==> src/hdl/ccp_pkg.sv <==
// Overview of operation
// - software address writes through configuration register 6 only when enable input high and latch input held high.
// - latch input low passes address pins and parity straight through, continuously.
// - latch input rising edge captures address and parity, later pin changes ignored.
// - latch input high lets a configuration register 5 write capture the address.
// - active-low raw reset clears all flip-flops asynchronously except the interrupt output, which goes high; release sampled to clock.
// - after reset release the core runs in its power-up mode set by the strap input.
// - register 2 can select the tag clock input to advance the time-tag counter.
// - monitored words are tagged with the outside 48-bit, 100 ns, same-clock time value.
// - active-low interrupt output, pulse or level style chosen by register 2.
// - wiring-fault interrupt output is active high and follows the fault input.
// - bus A inhibit input high blocks transmission on bus A.
// - bus B inhibit input high blocks transmission on bus B.
// - trigger rising edge starts the bus controller frame when externally triggered.
// - trigger rising edge starts the word monitor frame when externally triggered.
// - in remote terminal mode the external trigger has no effect.
// - trigger sampled only on cycles with the internal clock enable, 12 to 50 MHz.
// - in remote terminal mode the subsystem flag input sets status word bit 2.
// - strap high powers up as remote terminal with busy set, low as idle controller.
// - strobe rising edge copies the running time tag into the register at 0x15.
// - address has odd parity; wrong parity means broadcast only plus maskable interrupt.
package ccp_pkg;
  typedef enum logic [1:0] {CCP_IDLE, CCP_BC, CCP_RT, CCP_MT} ccp_mode_e;

  localparam int unsigned CLK_PERIOD_NS = 40;
  localparam int unsigned CLK_FREQ_MHZ = 25;
  // trigger enable rate, must sit in the 12 to 50 MHz band
  localparam int unsigned TRIG_CE_MHZ = 25;
  localparam int unsigned TRIG_CE_DIV = CLK_FREQ_MHZ / TRIG_CE_MHZ;
  // internal time-tag resolution
  localparam int unsigned TT_RES_NS = 1000;
  localparam int unsigned TT_TICK_CYC = TT_RES_NS / CLK_PERIOD_NS;

  localparam logic [15:0] REG_CFG1 = 16'h0001;
  localparam logic [15:0] REG_CFG2 = 16'h0002;
  localparam logic [15:0] REG_IRQ_CLR = 16'h0003;
  localparam logic [15:0] REG_CFG5 = 16'h0005;
  localparam logic [15:0] REG_CFG6 = 16'h0006;
  localparam logic [15:0] REG_LATCHED_TT = 16'h0015;
  localparam logic [15:0] REG_STATUS = 16'h0016;

  localparam int unsigned CFG1_MODE_LSB = 0;
  localparam int unsigned CFG1_BUSY_BIT = 2;
  localparam int unsigned CFG2_TT_EXT_BIT = 0;
  localparam int unsigned CFG2_IRQ_LEVEL_BIT = 1;
  localparam int unsigned CFG2_BC_EXT_BIT = 2;
  localparam int unsigned CFG2_MT_EXT_BIT = 3;
  localparam int unsigned CFG2_PAR_MASK_BIT = 4;
  localparam int unsigned CFG6_PAR_BIT = 5;
  localparam int unsigned STAT_PAR_ERR_BIT = 6;
  localparam int unsigned STAT_IRQ_BIT = 7;

  localparam logic [15:0] CFG2_RESET = 16'h0000;
  localparam logic [15:0] TT_RESET = 16'h0000;
endpackage

==> src/hdl/ccp_rise_det.sv <==
`timescale 1ns/1ps
module ccp_rise_det
  import ccp_pkg::*;
(
  // clock and reset
  input wire logic i_clk,
  input wire logic i_rst_n,
  // sample
  input wire logic i_en,
  input wire logic i_sig,
  // result
  output logic o_rise,
  output logic o_prev
);
  logic prev_reg;

  always_ff @(posedge i_clk or negedge i_rst_n)
  begin
    if (!i_rst_n)
      prev_reg <= 1'b0;
    else if (i_en)
      prev_reg <= i_sig;
  end

  assign o_rise = i_en & i_sig & ~prev_reg;
  assign o_prev = prev_reg;
endmodule

==> src/hdl/ccp_ctrl.sv <==
`timescale 1ns/1ps
module ccp_ctrl
  import ccp_pkg::*;
(
  // clock and raw reset
  input wire logic i_clk,
  input wire logic i_rst_n,
  // register port
  input wire logic i_cpu_cs,
  input wire logic i_mem_sel,
  input wire logic [15:0] i_cpu_addr,
  input wire logic [1:0] i_cpu_we,
  input wire logic [31:0] i_cpu_data_in,
  output logic [31:0] o_cpu_data_out,
  // terminal address
  input wire logic i_sw_term_addr_enable,
  input wire logic i_term_addr_latch_ctrl,
  input wire logic [4:0] i_term_addr_pins,
  input wire logic i_term_addr_parity,
  output logic [4:0] o_term_addr,
  output logic o_term_addr_parity,
  output logic o_broadcast_only,
  // straps and flags
  input wire logic i_store_interface_powerup,
  input wire logic i_subsystem_flag_set,
  output logic o_core_running,
  output logic [1:0] o_mode,
  output logic o_status_busy,
  output logic o_status_subsys,
  // time tag
  input wire logic i_tag_clk,
  input wire logic i_timestamp_capture_strobe,
  input wire logic [47:0] i_external_timestamp_in,
  input wire logic i_mon_word_stb,
  output logic [47:0] o_mon_word_tag,
  // transmit
  input wire logic i_bus_a_transmit_block,
  input wire logic i_bus_b_transmit_block,
  input wire logic i_tx_req_a,
  input wire logic i_tx_req_b,
  output logic o_bus_a_tx_en,
  output logic o_bus_b_tx_en,
  // triggers
  input wire logic i_ext_trigger,
  output logic o_bc_frame_start,
  output logic o_mt_frame_start,
  // interrupts
  input wire logic i_msg_irq_req,
  input wire logic i_wiring_fault,
  output logic o_core_interrupt_low,
  output logic o_wiring_fault_interrupt
);
  logic rst_meta_reg;
  logic run_reg;
  logic started_reg;
  ccp_mode_e mode_reg;
  logic busy_reg;
  logic [15:0] cfg2_reg;
  logic [4:0] addr_reg;
  logic par_reg;
  logic par_err_reg;
  logic irq_pend_reg;
  logic [15:0] tt_reg;
  logic [15:0] tt_latched_reg;
  logic [7:0] tick_cnt_reg;
  logic [7:0] ce_cnt_reg;
  logic trig_ce;
  logic tt_tick;
  logic latch_rise;
  logic latch_prev;
  logic strobe_rise;
  logic trig_rise;
  logic tag_rise;
  logic wr_cfg1;
  logic wr_cfg2;
  logic wr_clr;
  logic wr_cfg5;
  logic wr_cfg6;
  logic addr_par_bad;
  logic irq_event;
  logic [4:0] sw_addr_w;

  function automatic logic reg_wr(input logic [15:0] idx);
    reg_wr = i_cpu_cs & ~i_mem_sel & (i_cpu_addr[15:1] == idx[15:1]) & i_cpu_we[idx[0]];
  endfunction

  function automatic logic [15:0] reg_rd(input logic [15:0] idx);
    reg_rd = 16'h0000;
    unique case (idx)
      REG_CFG1: reg_rd = {13'h0000, busy_reg, mode_reg};
      REG_CFG2: reg_rd = cfg2_reg;
      REG_LATCHED_TT: reg_rd = tt_latched_reg;
      REG_STATUS: reg_rd = {8'h00, irq_pend_reg, par_err_reg, par_reg, addr_reg};
      default: reg_rd = 16'h0000;
    endcase
  endfunction

  assign wr_cfg1 = reg_wr(REG_CFG1);
  assign wr_cfg2 = reg_wr(REG_CFG2);
  assign wr_clr = reg_wr(REG_IRQ_CLR);
  assign wr_cfg5 = reg_wr(REG_CFG5);
  assign wr_cfg6 = reg_wr(REG_CFG6);
  // cfg5 is an odd word, cfg6 even, so cfg6 data sits in the low half
  assign sw_addr_w = i_cpu_data_in[4:0];

  // all flops but the interrupt output (set high) clear on the raw reset; operation waits for the clocked release
  always_ff @(posedge i_clk or negedge i_rst_n)
  begin
    if (!i_rst_n)
    begin
      rst_meta_reg <= 1'b0;
      run_reg <= 1'b0;
    end
    else
    begin
      rst_meta_reg <= 1'b1;
      run_reg <= rst_meta_reg;
    end
  end

  ccp_rise_det u_latch_det (
    .i_clk(i_clk),
    .i_rst_n(i_rst_n),
    .i_en(1'b1),
    .i_sig(i_term_addr_latch_ctrl),
    .o_rise(latch_rise),
    .o_prev(latch_prev)
  );

  ccp_rise_det u_strobe_det (
    .i_clk(i_clk),
    .i_rst_n(i_rst_n),
    .i_en(1'b1),
    .i_sig(i_timestamp_capture_strobe),
    .o_rise(strobe_rise),
    .o_prev()
  );

  ccp_rise_det u_tag_det (
    .i_clk(i_clk),
    .i_rst_n(i_rst_n),
    .i_en(1'b1),
    .i_sig(i_tag_clk),
    .o_rise(tag_rise),
    .o_prev()
  );

  // trigger only seen on enable cycles, so its edge is judged at that rate
  ccp_rise_det u_trig_det (
    .i_clk(i_clk),
    .i_rst_n(i_rst_n),
    .i_en(trig_ce),
    .i_sig(i_ext_trigger),
    .o_rise(trig_rise),
    .o_prev()
  );

  always_ff @(posedge i_clk or negedge i_rst_n)
  begin
    if (!i_rst_n)
      ce_cnt_reg <= 8'h00;
    else if (trig_ce)
      ce_cnt_reg <= 8'h00;
    else
      ce_cnt_reg <= ce_cnt_reg + 8'h01;
  end
  assign trig_ce = (ce_cnt_reg == 8'(TRIG_CE_DIV - 1));

  // mode and busy: strap taken on the first cycle after the clocked release, once run_reg is high
  always_ff @(posedge i_clk or negedge i_rst_n)
  begin
    if (!i_rst_n)
    begin
      started_reg <= 1'b0;
      mode_reg <= CCP_IDLE;
      busy_reg <= 1'b0;
    end
    else if (run_reg && !started_reg)
    begin
      started_reg <= 1'b1;
      mode_reg <= i_store_interface_powerup ? CCP_RT : CCP_IDLE;
      busy_reg <= i_store_interface_powerup;
    end
    else if (wr_cfg1)
    begin
      mode_reg <= ccp_mode_e'(i_cpu_data_in[16 + CFG1_MODE_LSB +: 2]);
      busy_reg <= i_cpu_data_in[16 + CFG1_BUSY_BIT];
    end
  end

  always_ff @(posedge i_clk or negedge i_rst_n)
  begin
    if (!i_rst_n)
      cfg2_reg <= CFG2_RESET;
    else if (wr_cfg2)
      cfg2_reg <= i_cpu_data_in[15:0];
  end

  // terminal address: pins follow while latch low; latch high holds except on its rise, a cfg5 write or an enabled cfg6 write
  always_ff @(posedge i_clk or negedge i_rst_n)
  begin
    if (!i_rst_n)
    begin
      addr_reg <= 5'h00;
      par_reg <= 1'b0;
    end
    else if (!i_term_addr_latch_ctrl || latch_rise || wr_cfg5)
    begin
      addr_reg <= i_term_addr_pins;
      par_reg <= i_term_addr_parity;
    end
    else if (wr_cfg6 && i_sw_term_addr_enable)
    begin
      addr_reg <= sw_addr_w;
      par_reg <= i_cpu_data_in[CFG6_PAR_BIT];
    end
  end

  // six bits together must hold an odd number of ones
  assign addr_par_bad = ~(^{addr_reg, par_reg});

  always_ff @(posedge i_clk or negedge i_rst_n)
  begin
    if (!i_rst_n)
      par_err_reg <= 1'b0;
    else
      par_err_reg <= addr_par_bad;
  end

  assign irq_event = i_msg_irq_req |
    (addr_par_bad & ~par_err_reg & ~cfg2_reg[CFG2_PAR_MASK_BIT]);

  // a new event in the clear cycle wins over the clear
  always_ff @(posedge i_clk or negedge i_rst_n)
  begin
    if (!i_rst_n)
      irq_pend_reg <= 1'b0;
    else if (irq_event)
      irq_pend_reg <= 1'b1;
    else if (wr_clr)
      irq_pend_reg <= 1'b0;
  end

  always_ff @(posedge i_clk or negedge i_rst_n)
  begin
    if (!i_rst_n)
      o_core_interrupt_low <= 1'b1;
    else if (cfg2_reg[CFG2_IRQ_LEVEL_BIT])
      o_core_interrupt_low <= ~(irq_pend_reg | irq_event);
    else
      o_core_interrupt_low <= ~irq_event;
  end

  // no filtering: a flapping wire shows as a flapping line
  always_ff @(posedge i_clk or negedge i_rst_n)
  begin
    if (!i_rst_n)
      o_wiring_fault_interrupt <= 1'b0;
    else
      o_wiring_fault_interrupt <= i_wiring_fault;
  end

  // time tag counter, internal tick or outside tag clock
  always_ff @(posedge i_clk or negedge i_rst_n)
  begin
    if (!i_rst_n)
      tick_cnt_reg <= 8'h00;
    else if (tt_tick)
      tick_cnt_reg <= 8'h00;
    else
      tick_cnt_reg <= tick_cnt_reg + 8'h01;
  end
  assign tt_tick = (tick_cnt_reg == 8'(TT_TICK_CYC - 1));

  always_ff @(posedge i_clk or negedge i_rst_n)
  begin
    if (!i_rst_n)
      tt_reg <= TT_RESET;
    else if (cfg2_reg[CFG2_TT_EXT_BIT] ? tag_rise : tt_tick)
      tt_reg <= tt_reg + 16'h0001;
  end

  always_ff @(posedge i_clk or negedge i_rst_n)
  begin
    if (!i_rst_n)
      tt_latched_reg <= TT_RESET;
    else if (strobe_rise)
      tt_latched_reg <= tt_reg;
  end

  // outside value is already on this clock, so it is taken as is
  always_ff @(posedge i_clk or negedge i_rst_n)
  begin
    if (!i_rst_n)
      o_mon_word_tag <= 48'h000000000000;
    else if (i_mon_word_stb)
      o_mon_word_tag <= i_external_timestamp_in;
  end

  always_ff @(posedge i_clk or negedge i_rst_n)
  begin
    if (!i_rst_n)
    begin
      o_bus_a_tx_en <= 1'b0;
      o_bus_b_tx_en <= 1'b0;
    end
    else
    begin
      o_bus_a_tx_en <= run_reg & i_tx_req_a & ~i_bus_a_transmit_block;
      o_bus_b_tx_en <= run_reg & i_tx_req_b & ~i_bus_b_transmit_block;
    end
  end

  always_ff @(posedge i_clk or negedge i_rst_n)
  begin
    if (!i_rst_n)
    begin
      o_bc_frame_start <= 1'b0;
      o_mt_frame_start <= 1'b0;
    end
    else
    begin
      o_bc_frame_start <= run_reg & trig_rise & (mode_reg == CCP_BC) &
        cfg2_reg[CFG2_BC_EXT_BIT];
      o_mt_frame_start <= run_reg & trig_rise & (mode_reg == CCP_MT) &
        cfg2_reg[CFG2_MT_EXT_BIT];
    end
  end

  always_ff @(posedge i_clk or negedge i_rst_n)
  begin
    if (!i_rst_n)
      o_status_subsys <= 1'b0;
    else
      o_status_subsys <= (mode_reg == CCP_RT) & i_subsystem_flag_set;
  end

  always_ff @(posedge i_clk or negedge i_rst_n)
  begin
    if (!i_rst_n)
      o_cpu_data_out <= 32'h00000000;
    else if (i_cpu_cs && !i_mem_sel)
      o_cpu_data_out <= {reg_rd({i_cpu_addr[15:1], 1'b1}), reg_rd({i_cpu_addr[15:1], 1'b0})};
    else
      o_cpu_data_out <= 32'h00000000;
  end

  assign o_term_addr = addr_reg;
  assign o_term_addr_parity = par_reg;
  assign o_broadcast_only = par_err_reg;
  assign o_core_running = run_reg;
  assign o_mode = mode_reg;
  assign o_status_busy = busy_reg;

  chk_sw_addr_write: assert property (@(posedge i_clk) disable iff (!i_rst_n)
    (wr_cfg6 && i_sw_term_addr_enable && latch_prev && i_term_addr_latch_ctrl)
    |=> (o_term_addr == $past(sw_addr_w)))
    else $error("software address write not applied");

  chk_sw_addr_block: assert property (@(posedge i_clk) disable iff (!i_rst_n)
    (latch_prev && i_term_addr_latch_ctrl && !wr_cfg5 &&
     !(wr_cfg6 && i_sw_term_addr_enable)) |=> $stable(o_term_addr))
    else $error("held terminal address changed");

  chk_addr_follow: assert property (@(posedge i_clk) disable iff (!i_rst_n)
    !i_term_addr_latch_ctrl |=> (o_term_addr == $past(i_term_addr_pins)) &&
    (o_term_addr_parity == $past(i_term_addr_parity)))
    else $error("address not following pins");

  chk_cfg5_latch: assert property (@(posedge i_clk) disable iff (!i_rst_n)
    (i_term_addr_latch_ctrl && (wr_cfg5 || !latch_prev))
    |=> (o_term_addr == $past(i_term_addr_pins)))
    else $error("address not captured");

  chk_tag_ext_clock: assert property (@(posedge i_clk) disable iff (!i_rst_n)
    (cfg2_reg[CFG2_TT_EXT_BIT] && !tag_rise) |=> $stable(tt_reg))
    else $error("time tag moved without tag clock edge");

  chk_strobe_copy: assert property (@(posedge i_clk) disable iff (!i_rst_n)
    strobe_rise |=> (tt_latched_reg == $past(tt_reg)))
    else $error("latched time tag wrong");

  chk_stamp_take: assert property (@(posedge i_clk) disable iff (!i_rst_n)
    i_mon_word_stb |=> (o_mon_word_tag == $past(i_external_timestamp_in)))
    else $error("monitor tag not taken");

  chk_irq_pulse: assert property (@(posedge i_clk) disable iff (!i_rst_n)
    i_msg_irq_req |=> !o_core_interrupt_low)
    else $error("interrupt not asserted");

  chk_fault_follow: assert property (@(posedge i_clk) disable iff (!i_rst_n)
    i_wiring_fault |=> o_wiring_fault_interrupt ##1 (o_wiring_fault_interrupt == $past(i_wiring_fault)))
    else $error("wiring fault output not following");

  chk_bus_inhibit: assert property (@(posedge i_clk) disable iff (!i_rst_n)
    (i_bus_a_transmit_block || i_bus_b_transmit_block) |=>
    !($past(i_bus_a_transmit_block) && o_bus_a_tx_en) &&
    !($past(i_bus_b_transmit_block) && o_bus_b_tx_en))
    else $error("transmit while inhibited");

  chk_rt_no_trigger: assert property (@(posedge i_clk) disable iff (!i_rst_n)
    (mode_reg == CCP_RT) |=> !o_bc_frame_start && !o_mt_frame_start)
    else $error("trigger acted in terminal mode");

  chk_bc_trigger: assert property (@(posedge i_clk) disable iff (!i_rst_n)
    (run_reg && trig_rise && mode_reg == CCP_BC && cfg2_reg[CFG2_BC_EXT_BIT])
    |=> o_bc_frame_start ##1 !o_bc_frame_start)
    else $error("controller frame start missing");

  chk_subsys_flag: assert property (@(posedge i_clk) disable iff (!i_rst_n)
    (mode_reg != CCP_RT) |=> !o_status_subsys)
    else $error("subsystem flag outside terminal mode");

  chk_powerup_mode: assert property (@(posedge i_clk) disable iff (!i_rst_n)
    (run_reg && !started_reg && i_store_interface_powerup)
    |=> (mode_reg == CCP_RT) && busy_reg)
    else $error("strap power-up mode wrong");
endmodule

==> config.mk <==
export PLATFORM = sky130hd
export DESIGN_NAME = ccp_ctrl
export DESIGN_NICKNAME = d
export VERILOG_FILES = /design/src/hdl/ccp_pkg.sv /design/src/hdl/ccp_rise_det.sv /design/src/hdl/ccp_ctrl.sv
export SDC_FILE = /design/constraint.sdc
export NUM_CORES = 1
export LEC_CHECK = 0
export BUFFER_PORTS_ARGS = -buffer_cell sky130_fd_sc_hd__buf_2
export CAP_MARGIN = 5
export CORE_ASPECT_RATIO = 1.75
export CORE_MARGIN = 3
export CORE_UTILIZATION = 52
export CTS_BUF_LIST = sky130_fd_sc_hd__clkbuf_8
export CTS_CLUSTER_SIZE = 24
export DETAILED_ROUTE_END_ITERATION = 10
export GPL_TIMING_DRIVEN = 0
export PLACE_DENSITY_LB_ADDON = 0.25
export SETUP_SLACK_MARGIN = 0.4
export SYNTH_ARGS = -nofsm -noshare
export SYNTH_HDL_FRONTEND = slang
export SYNTH_SLANG_ARGS = --single-unit
==> constraint.sdc <==
create_clock -name i_clk -period 2.3 [get_ports i_clk]
set_input_delay 0.575 -clock i_clk [delete_from_list [all_inputs] [get_ports i_clk]]
set_output_delay 0.575 -clock i_clk [all_outputs]
set_load 0.01 [all_outputs]
==> impl_metrics.toml, run 1 <==
[logic_synthesis]
netlist_instances = 475
ys_types = 53
syn-cell-area_um2 = 6749
synth_fp_nets = 602
ys.flop_type = "dfrtp_1"
synthArstFlopShare_pct = 100.0
ys_ff_latch = 169
yosysWarnings = 0
synth_edf_count = 0
syn_area_per_cell_um2 = 14.21
seq_area_frac_synth_pct = 62.68

[pwr]
powerDensity_nw_per_um2 = 668.2
intPower_w = 0.004196
clkPwrFrac_pct = 34.8
pwr-share-comb_pct = 9.8
leakage_nw = 4.252
seqPwrFrac_pct = 55.4
p_sw_share_pct = 26.63
ir_worst_vdd_uv = 374.5
net-switching-power_w = 0.001523

[min_path]
hp-class = "primary input to async pin"

[clocking]
clk_pin_slew_ps = 90
htreeDepth = 4
cts_tree = "yes"
cts-root-buf = "clkbuf_8"
clk_latency_ps = 440
cts_max_path_buffers = 2
cts_num_sinks = 169
cts-buffers-inserted = 17

[setup_path]
crit_fanout = 8
crit_arrival_ps = 2250
cp-end-kind = "flop"
critical_path_required_ps = 2620
path_cells = "inv_1 > ha_1 > or4bb_4 > o21a_4 > clkbuf_16 > mux2_4"
start_kind = "flop"
crit_path_top_delay_cell = "or4bb_4"
worstSetupPathType = "flop to flop"
critPathMaxStageDelay_ps = 460

[floorplan]
rows = 54
core_um2 = 12570
die_w_um = 92.12
dieHeight_um = 156.7
die_area_um2 = 14440
start_util_pct = 53.70
num_io_pins = 220

[detailed_routing]
vias = 4651
first_iter_violations = 187
wl_per_cell_um = 16.24
vias_per_cell = 5.244
first_pass_iters = 4
ant_nets = 0
drc_errors = 0
wirelength_um = 14410

[layout]
finish.utilization_pct = 68.09
drive_gt1_share_pct = 49.37
reg_top3 = "o_mon_word_tag: 48 flops, o_cpu_data_out: 32 flops"
seqCellArea_um2 = 4230
layout.nets = 833
syn_to_final_growth_pct = 26.79
largest-register = "o_mon_word_tag"
layout_common_cells = "206 x buf_2, 168 x dfrtp_1, 77 x mux2_2, 18 x nor2_1, 18 x clkbuf_8"
antenna_cells = 0
final_common_cell = "buf_2"
stdcell_area_um2 = 8557
multi_input_area_um2 = 2475
fillCellCount = 959
largest_reg_flops = 48

[sta]
rsz0062_at_grt = "yes"
setup_viol = 0
hold_ws_ps = 97.74
hold_viol = 0
slew-limit-headroom_pct = 53.72
slew_violations = 0
fin_crit_ps = 1930
layout_setup_ws_ps = 370.5
fin_setup_tns_ps = 0
tightest_slew_ps = 691.7
clock-skew-final_ps = 9.966
fmax_mhz = 518.3
finalCritPeriodShare_pct = 83.89

[grt]
overflow = 0
grt_pass1_wl_um = 23280
first_global_vias = 4898
grt_max_degree = 109
grt_usage_pct = 20.47
antenna_found_initial = 0

[place]
place_area_um2 = 8028
place_ws_ps = -126.0
gp_congestion = 0.8378
port_buffers = 204
dpl.hpwl_um = 10830

[job]
drv_cap = 0

[outcome]
outcome = "complete, no violations"
## cells by family (layout without fill, tap and decap cells)
logic type / count (synthesis) / after routing / share of synthesized area (%)
flip-flops: 169 / 169 / 62.68
adder cells (fa/ha/maj): 5 / 5 / 0.9270
other: 1 / 1 / 0.05556
XOR/XNOR: 31 / 31 / 4.227
AND/OR/NAND/NOR: 127 / 127 / 12.83
AO/OA/AOI/OAI: 31 / 31 / 3.800
multiplexers: 82 / 82 / 13.66
buffers and inverters: 29 / 273 / 1.817
## critical path, delay by kind of cell, from the launching register on
family	cells	cell delay (ps)
AOI/OAI and AO/OA	1	290
adders and majority gates	1	130
buffers and inverters	2	240
DFF	1	400
muxes	1	300
and+or+nand+nor	1	460
## area by class of cell
type                            instances  area share (%)
Buffer                                 12          0.8481
Clock buffer                           18           2.895
Clock inverter                         14           1.550
Inverter                               17          0.7457
Multi-Input combinational cell        277           28.92
Sequential cell                       169           49.44
Tap cell                              168           2.457
Timing Repair Buffer                  212           13.15
## through the flow
step	std cells	power (W)
5_1_grt	887	0.006001
2_1_floorplan	475	0.003457
6_report	887	0.005718
3_5_place_dp	848	0.003793
4_1_cts	883	0.005812
3_3_place_gp	847	0.003765
## synth_stat cells (6+ instances only)
cell | instances | area (µm²)
dfrtp_1 | 168 | 4204
nor3_2 | 7 | 70.07
a22o_1 | 11 | 96.34
nand2_1 | 13 | 48.80
and2_1 | 15 | 93.84
xor2_1 | 17 | 148.9
nand3_1 | 16 | 80.08
and3_1 | 15 | 93.84
a222oi_1 | 6 | 60.06
mux2_2 | 77 | 867.1
inv_1 | 17 | 63.81
xnor2_1 | 13 | 113.9
nor2_1 | 19 | 71.32
## path summary, 6_finish.rpt
kind                                       from                       end  slack, ps  cells past startpoint
max in group asynchronous               i_rst_n        o_mon_word_tag[40]       1260                      2
min in group i_clk               i_wiring_fault  o_wiring_fault_interrupt        230                      1
worst min register to register     rst_meta_reg            o_core_running        360                      0
worst min-delay path                    i_rst_n        o_mon_word_tag[10]        100                      1
worst max-delay path            tick_cnt_reg[0]                 tt_reg[1]        370                      6
worst max register to register  tick_cnt_reg[0]                 tt_reg[1]        370                      6
## power groups by stage
stage	registers (W)	clock network [W]	logic, W
final	0.00317	0.00199	0.000559
after global routing	0.00318	0.00221	0.000612
after CTS	0.00317	0.00208	0.000568
after detailed placement	0.00323	0	0.000566
after global placement	0.00322	0	0.000547
after floorplan	0.00328	0	0.000182
## metal layers
layer | share of wire (%) | global-route usage (%) | vias to the layer above
met5 | 0 | 0 | -
met4 | 1.5 | 7.229 | 0
met3 | 6.8 | 5.099 | 18
met2 | 54 | 37.83 | 200
met1 | 37 | 22.66 | 2283
li1 | - | - | 2150
## repair_timing
item	CTS	global route
resized for setup	5	9
cloned	0	1
setup endpoints to repair	30	21
pin swaps	0	9
setup buffers	3	3
hold buffers	0	0
Power figures use the tool's default switching activity.
==> run 2, diff against run 1 <==
clock period = 1.9 ns   (was 2.3 ns; I/O delays follow)
==> run 2 against run 1 <==
The flow now finishes with violations (negative setup slack). Core utilization up 3.2 points. First-iteration DRC count decreased by 22%. Via count is 1.7% higher. Routed wire length is 3.7% higher. Worst setup slack got worse by 400 ps. Combinational power is 47% higher. Sequential power rose by 21%. Maximum frequency increased by 0.15%. Die area did not move. Hold slack got worse by 67 ps. Critical path type unchanged. Highest routed layer unchanged.
==> impl_metrics.toml, run 2 (synthesized netlist as in run 1, its figures left out) <==
[sta]
clock-skew-final_ps = 14.64
finalCritPeriodShare_pct = 101.4
setup_viol = 6
layout_setup_ws_ps = -26.65
slew-limit-headroom_pct = 57.21
rsz0062_at_grt = "yes"
slew_violations = 0
hold_viol = 0
fin_crit_ps = 1927
tightest_slew_ps = 641.8
fin_setup_tns_ps = -81.37
fmax_mhz = 519.0

[detailed_routing]
wl_per_cell_um = 16.48
first_pass_iters = 5
ant_nets = 0
first_iter_violations = 145
drc_errors = 0
vias_per_cell = 5.213
vias = 4728
wirelength_um = 14950

[setup_path]
timing.rr.end = "tt_reg[8]"
critPathMaxStageDelay_ps = 460
crit_fanout = 8
reg2regPathDepth = 7
cp-end-kind = "flop"
critical_path_required_ps = 2260
crit_path_top_delay_cell = "or4bb_4"
r2r_setup_slack_ps = -30
crit_arrival_ps = 2290
start_kind = "flop"
worstSetupPathType = "flop to flop"
r2r_start = "tick_cnt_reg[0]"
path_cells = "inv_1 > ha_1 > or4bb_4 > o21a_4 > clkbuf_16 > nor3_2 > xor2_1"

[layout]
drive_gt1_share_pct = 53.59
layout.nets = 854
final_common_cell = "buf_2"
reg_top3 = "o_mon_word_tag: 48 flops, o_cpu_data_out: 32 flops"
largest_reg_flops = 48
largest-register = "o_mon_word_tag"
fillCellCount = 891
seqCellArea_um2 = 4235
antenna_cells = 0
finish.utilization_pct = 71.32
stdcell_area_um2 = 8962
syn_to_final_growth_pct = 32.80
layout_common_cells = "190 x buf_2, 164 x dfrtp_1, 76 x mux2_2, 26 x buf_4, 20 x clkbuf_8"
multi_input_area_um2 = 2576

[floorplan]
die_w_um = 92.12
die_area_um2 = 14440
rows = 54
dieHeight_um = 156.7
core_um2 = 12570
start_util_pct = 53.70
num_io_pins = 220

[pwr]
pwr-share-comb_pct = 11.6
seqPwrFrac_pct = 54.1
intPower_w = 0.005299
p_sw_share_pct = 25.05
leakage_nw = 4.463
clkPwrFrac_pct = 34.3
ir_worst_vdd_uv = 653.0
net-switching-power_w = 0.001771
powerDensity_nw_per_um2 = 788.8
p_total_w = 0.007070

[clocking]
clk_latency_ps = 450
cts-buffers-inserted = 17
clk_pin_slew_ps = 90
cts_num_sinks = 169
cts_tree = "yes"
htreeDepth = 4
cts-root-buf = "clkbuf_8"
cts_max_path_buffers = 2
hold_buffers = 0

[grt]
grt_max_degree = 100
overflow = 0
first_global_vias = 4870
grt_pass1_wl_um = 23240
grt_usage_pct = 20.54
antenna_found_initial = 0

[place]
dpl.hpwl_um = 10540
gp_congestion = 0.8232
place_ws_ps = -283.0
port_buffers = 204
place_area_um2 = 8080

[outcome]
outcome = "finished, violations left"
violations = "negative setup slack"

[min_path]
hp-class = "primary input to async pin"

[job]
drv_cap = 0
[run 2: cell types whose count changed in the layout (fill, tap and decap cells not counted), moves of 4 or more]
cell,before,now
buf_2,206,190
buf_6,2,19
dfrtp_1,168,164
inv_8,4,0
dfrtp_2,0,4
mux2_4,1,5
buf_4,6,26
[run 2: routing by layer]
layer  part of all wire, %  track usage (%)  vias to the layer above
met2                    54            38.21                      195
met5                     0                0                        -
met3                   7.3            6.013                       21
li1                      -                -                     2183
met1                    37            22.66                     2329
met4                   1.6            5.599                        0
[run 2: how the worst max path moves through the flow]
| stage | from | end | slack [ps] | depth (start not counted) |
|---|---|---|---|---|
| 2_1_floorplan | tick_cnt_reg[0] | tt_reg[1] | 100 | 6 |
| 3_3_place_gp | i_rst_n | cfg2_reg[4] | -2010 | 1 |
| 3_5_place_dp | i_cpu_addr[7] | o_term_addr[2] | -280 | 5 |
| 4_1_cts | tick_cnt_reg[0] | tt_reg[13] | -20 | 7 |
| 5_1_grt | tick_cnt_reg[0] | tt_reg[8] | -70 | 7 |
| 6_report | tick_cnt_reg[0] | tt_reg[8] | -30 | 7 |
[run 2: area by class of cell]
type | count | share of cell area, %
timing repair buffer | 233 | 15.52
clock buffer | 19 | 2.918
sequential | 169 | 47.26
multi-input combinational | 277 | 28.74
buffer | 12 | 1.201
inverter | 17 | 0.7120
tap | 168 | 2.345
clock inverter | 12 | 1.298
[run 2: worst max-delay path: cells and delay by family, from the launching register on]
family	cells	cell delay (ps)
flops	1	380
compound gates	1	270
xor+xnor	1	160
buf+inv	2	230
simple gates	2	650
fa+ha+maj	1	150
[run 2: through the flow]
step,cells,hold WS (ps)
2_1_floorplan,475,179.4
3_3_place_gp,847,332.2
3_5_place_dp,848,335.7
4_1_cts,898,34.61
5_1_grt,907,47.93
6_report,907,31.10
[run 2: what timing repair did]
item,4_1_cts,5_1_grt
gates resized for setup,22,38
buffers inserted,19,8
cloned,0,1
endpoints found under the setup margin,81,77
pin swaps,13,14
[run 2: power by group through the flow]
stage	logic, W	registers, W	clock network (W)
after detailed placement	0.000690	0.00390	0
after global routing	0.000893	0.00385	0.00266
after floorplan	0.000225	0.00396	0
after global placement	0.000666	0.00389	0
after CTS	0.000756	0.00382	0.00249
final	0.000820	0.00383	0.00242
==> run 3, diff against run 2 <==
PLACE_DENSITY = 0.82   (was not set)
PLACE_DENSITY_LB_ADDON = not set   (was 0.25)
SYNTH_HIERARCHICAL = 1   (was not set)
==> run 3 against run 2 <==
The flow still finishes with violations (negative setup slack). Combinational power increased by 4.1%. Maximum frequency is 11% lower. Design area up 5.6%. Non-clock buffer count is 29 higher. Power increased by 2.7%. Critical path type is now primary input to flop. Largest power group unchanged. Highest routed layer unchanged.
==> impl_metrics.toml, run 3 <==
[sta]
setup_viol = 51
rsz0062_at_grt = "yes"
slew-limit-headroom_pct = 47.16
fin_crit_ps = 2171
hold_viol = 0
tightest_slew_ps = 792.6
layout_setup_ws_ps = -270.8
finalCritPeriodShare_pct = 114.3
fin_setup_tns_ps = -8355
slew_violations = 0
clock-skew-final_ps = 12.30
fmax_mhz = 460.7

[logic_synthesis]
syn_area_per_cell_um2 = 13.90
ys_types = 49
yosysWarnings = 6
ys.flop_type = "dfrtp_1"
syn-cell-area_um2 = 6714
yosysTopAreaCell = "dfrtp_1"
synth_fa_ha_area_share_pct = 0.9318
synth_compound_area_share_pct = 3.634
synth_common_cells = "168 x dfrtp_1, 81 x mux2_2, 23 x inv_1"
synth_top_family_by_area = "multiplexers"
seq_area_frac_synth_pct = 63.01
synth_xor_area_share_pct = 4.249
yosysMostFrequentCell = "dfrtp_1"
ys_ff_latch = 169
synthSimpleGateAreaFrac_pct = 11.44
synth_edf_count = 0
synth.area.top_cells = "dfrtp_1 63%, mux2_2 14%, xor2_1 2.2%, and2_1 2.0%, xnor2_1 1.7%"
synthArstFlopShare_pct = 100.0
synth_top_cell_area_share_pct = 62.62
synthMuxAreaShare_pct = 14.48
netlist_instances = 483

[layout]
largest_reg_flops = 48
reg_top3 = "o_mon_word_tag: 48 flops, o_cpu_data_out: 32 flops"
largest-register = "o_mon_word_tag"
drive_gt1_share_pct = 58.00
layout.nets = 895
finish.utilization_pct = 75.30
final_common_cell = "buf_2"
syn_to_final_growth_pct = 40.94
antenna_cells = 0
layout_common_cells = "194 x buf_2, 164 x dfrtp_1, 81 x mux2_2, 37 x buf_4, 23 x buf_6"

[setup_path]
critical_path_required_ps = 2280
reg2regPathDepth = 6
cp-end-kind = "flop"
critical_path_cell_count = 8
endpoint = "o_cpu_data_out[14]"
timing.rr.end = "tt_reg[7]"
start_kind = "primary input"
worstSetupPathType = "primary input to flop"
crit_arrival_ps = 2550
r2r_setup_slack_ps = -60
path_cells = "buf_6 > or4_4 > or4_4 > buf_4 > buf_6 > nor3_4 > clkbuf_8 > and2_1"
critical_path.top_delay_family = "simple AND/OR/NAND/NOR gates"
startpoint = "i_cpu_addr[11]"
r2r_start = "tick_cnt_reg[2]"
crit_path_top_delay_cell = "or4_4"
critPathMaxStageDelay_ps = 540
critical_path_buf_inv_count = 4
crit_fanout = 5

[floorplan]
die_area_um2 = 14360
dieHeight_um = 156.3
num_io_pins = 220
core_um2 = 12570
die_w_um = 91.90
rows = 54
start_util_pct = 53.42

[job]
drv_cap = 0

[clocking]
cts_max_path_buffers = 2
cts-buffers-inserted = 17
clk_latency_ps = 450
cts-root-buf = "clkbuf_8"
hold_buffers = 0
cts_tree = "yes"
cts_num_sinks = 169
htreeDepth = 4
clk_pin_slew_ps = 90

[pwr]
ir_worst_vdd_uv = 493.1
p_total_w = 0.007259
powerDensity_nw_per_um2 = 767.1
leakage_nw = 4.770

[detailed_routing]
first_iter_violations = 176
vias_per_cell = 5.188
wl_per_cell_um = 16.94
drc_errors = 0
first_pass_iters = 5
ant_nets = 0
vias = 4923
wirelength_um = 16080

[grt]
grt_max_degree = 87
antenna_found_initial = 0
grt_usage_pct = 22.16
grt_pass1_wl_um = 24900
first_global_vias = 5122
overflow = 0

[outcome]
violations = "negative setup slack"
outcome = "finished, violations left"

[place]
gp_congestion = 0.8101
port_buffers = 204
dpl.hpwl_um = 11050

[min_path]
hp-class = "primary input to async pin"
[run 3: changes by cell type in the layout (fill, tap and decap cells not counted), sizes merged, moves of 5 or more]
cell,previous run,this run
buf,239,264
and2,15,21
nor2,19,14
nand3,17,12
and3,15,8
and3b,1,6
inv,21,28
conb,1,7
nor4,9,4
[run 3: worst min path at each step]
stage                               from                       end  slack, ps  cells past startpoint
final                            i_rst_n            o_term_addr[0]         70                      1
after global routing      i_wiring_fault  o_wiring_fault_interrupt        100                      1
after CTS                        i_rst_n            o_term_addr[0]         90                      1
after detailed placement    rst_meta_reg            o_core_running        350                      0
after global placement      rst_meta_reg            o_core_running        340                      0
after floorplan                  i_rst_n             ce_cnt_reg[0]        180                      0
[run 3: worst register-to-register path: stages (launching register included)]
cell and delay [ps]:
dfrtp_1 400, or4b_4 550, o2bb2a_4 220, clkbuf_16 160
buf_12 140, nor3b_4 190, xor2_1 210
[run 3: cells by family after synthesis]
group / after synthesis
compound gates: 30
xor+xnor: 31
fa+ha+maj: 5
buf+inv: 37
flops: 169
mux: 85
other cells: 1
simple gates: 125
[run 3: metal layers]
metal	GRT usage [%]	part of all wire (%)	vias up
met4	8.221	2.5	0
met2	40.79	56	203
met3	6.253	6.1	30
met1	24.03	36	2431
li1	-	-	2259
met5	0	0	-
[run 3: power breakdown]
group / total (W) / leakage (nW) / switching (W) / internal [W]
clock network: 0.00255 / 0.195 / 0.00136 / 0.00119
registers: 0.00385 / 2.10 / 0.0000956 / 0.00376
logic: 0.000854 / 2.48 / 0.000397 / 0.000458
[run 3: repair_timing]
item | 4_1_cts | 5_1_grt
gates cloned | 4 | 0
gates resized for setup | 42 | 46
endpoints found under the setup margin | 105 | 145
pin swaps | 26 | 37
buffers inserted | 29 | 22
[run 3: layout make-up]
type / count / area (µm²)
Multi-Input combinational cell: 283 / 2719
Clock inverter: 15 / 170.2
Timing Repair Buffer: 260 / 1655
Fill cell: 806 / 3104
Tap cell: 168 / 210.2
Buffer: 14 / 152.6
Clock buffer: 17 / 234.0
Sequential cell: 169 / 4235
Inverter: 23 / 86.33
[run 3: through the flow]
step | hold slack, ps | cell area, µm² | setup slack [ps] | instances
5_1_grt | 104.7 | 9463 | -302.4 | 949
2_1_floorplan | 179.4 | 6977 | -443.3 | 489
4_1_cts | 88.94 | 9104 | -165.9 | 927
3_3_place_gp | 337.7 | 8208 | -1991 | 861
6_report | 69.06 | 9463 | -270.8 | 949
3_5_place_dp | 354.3 | 8242 | -870.0 | 862
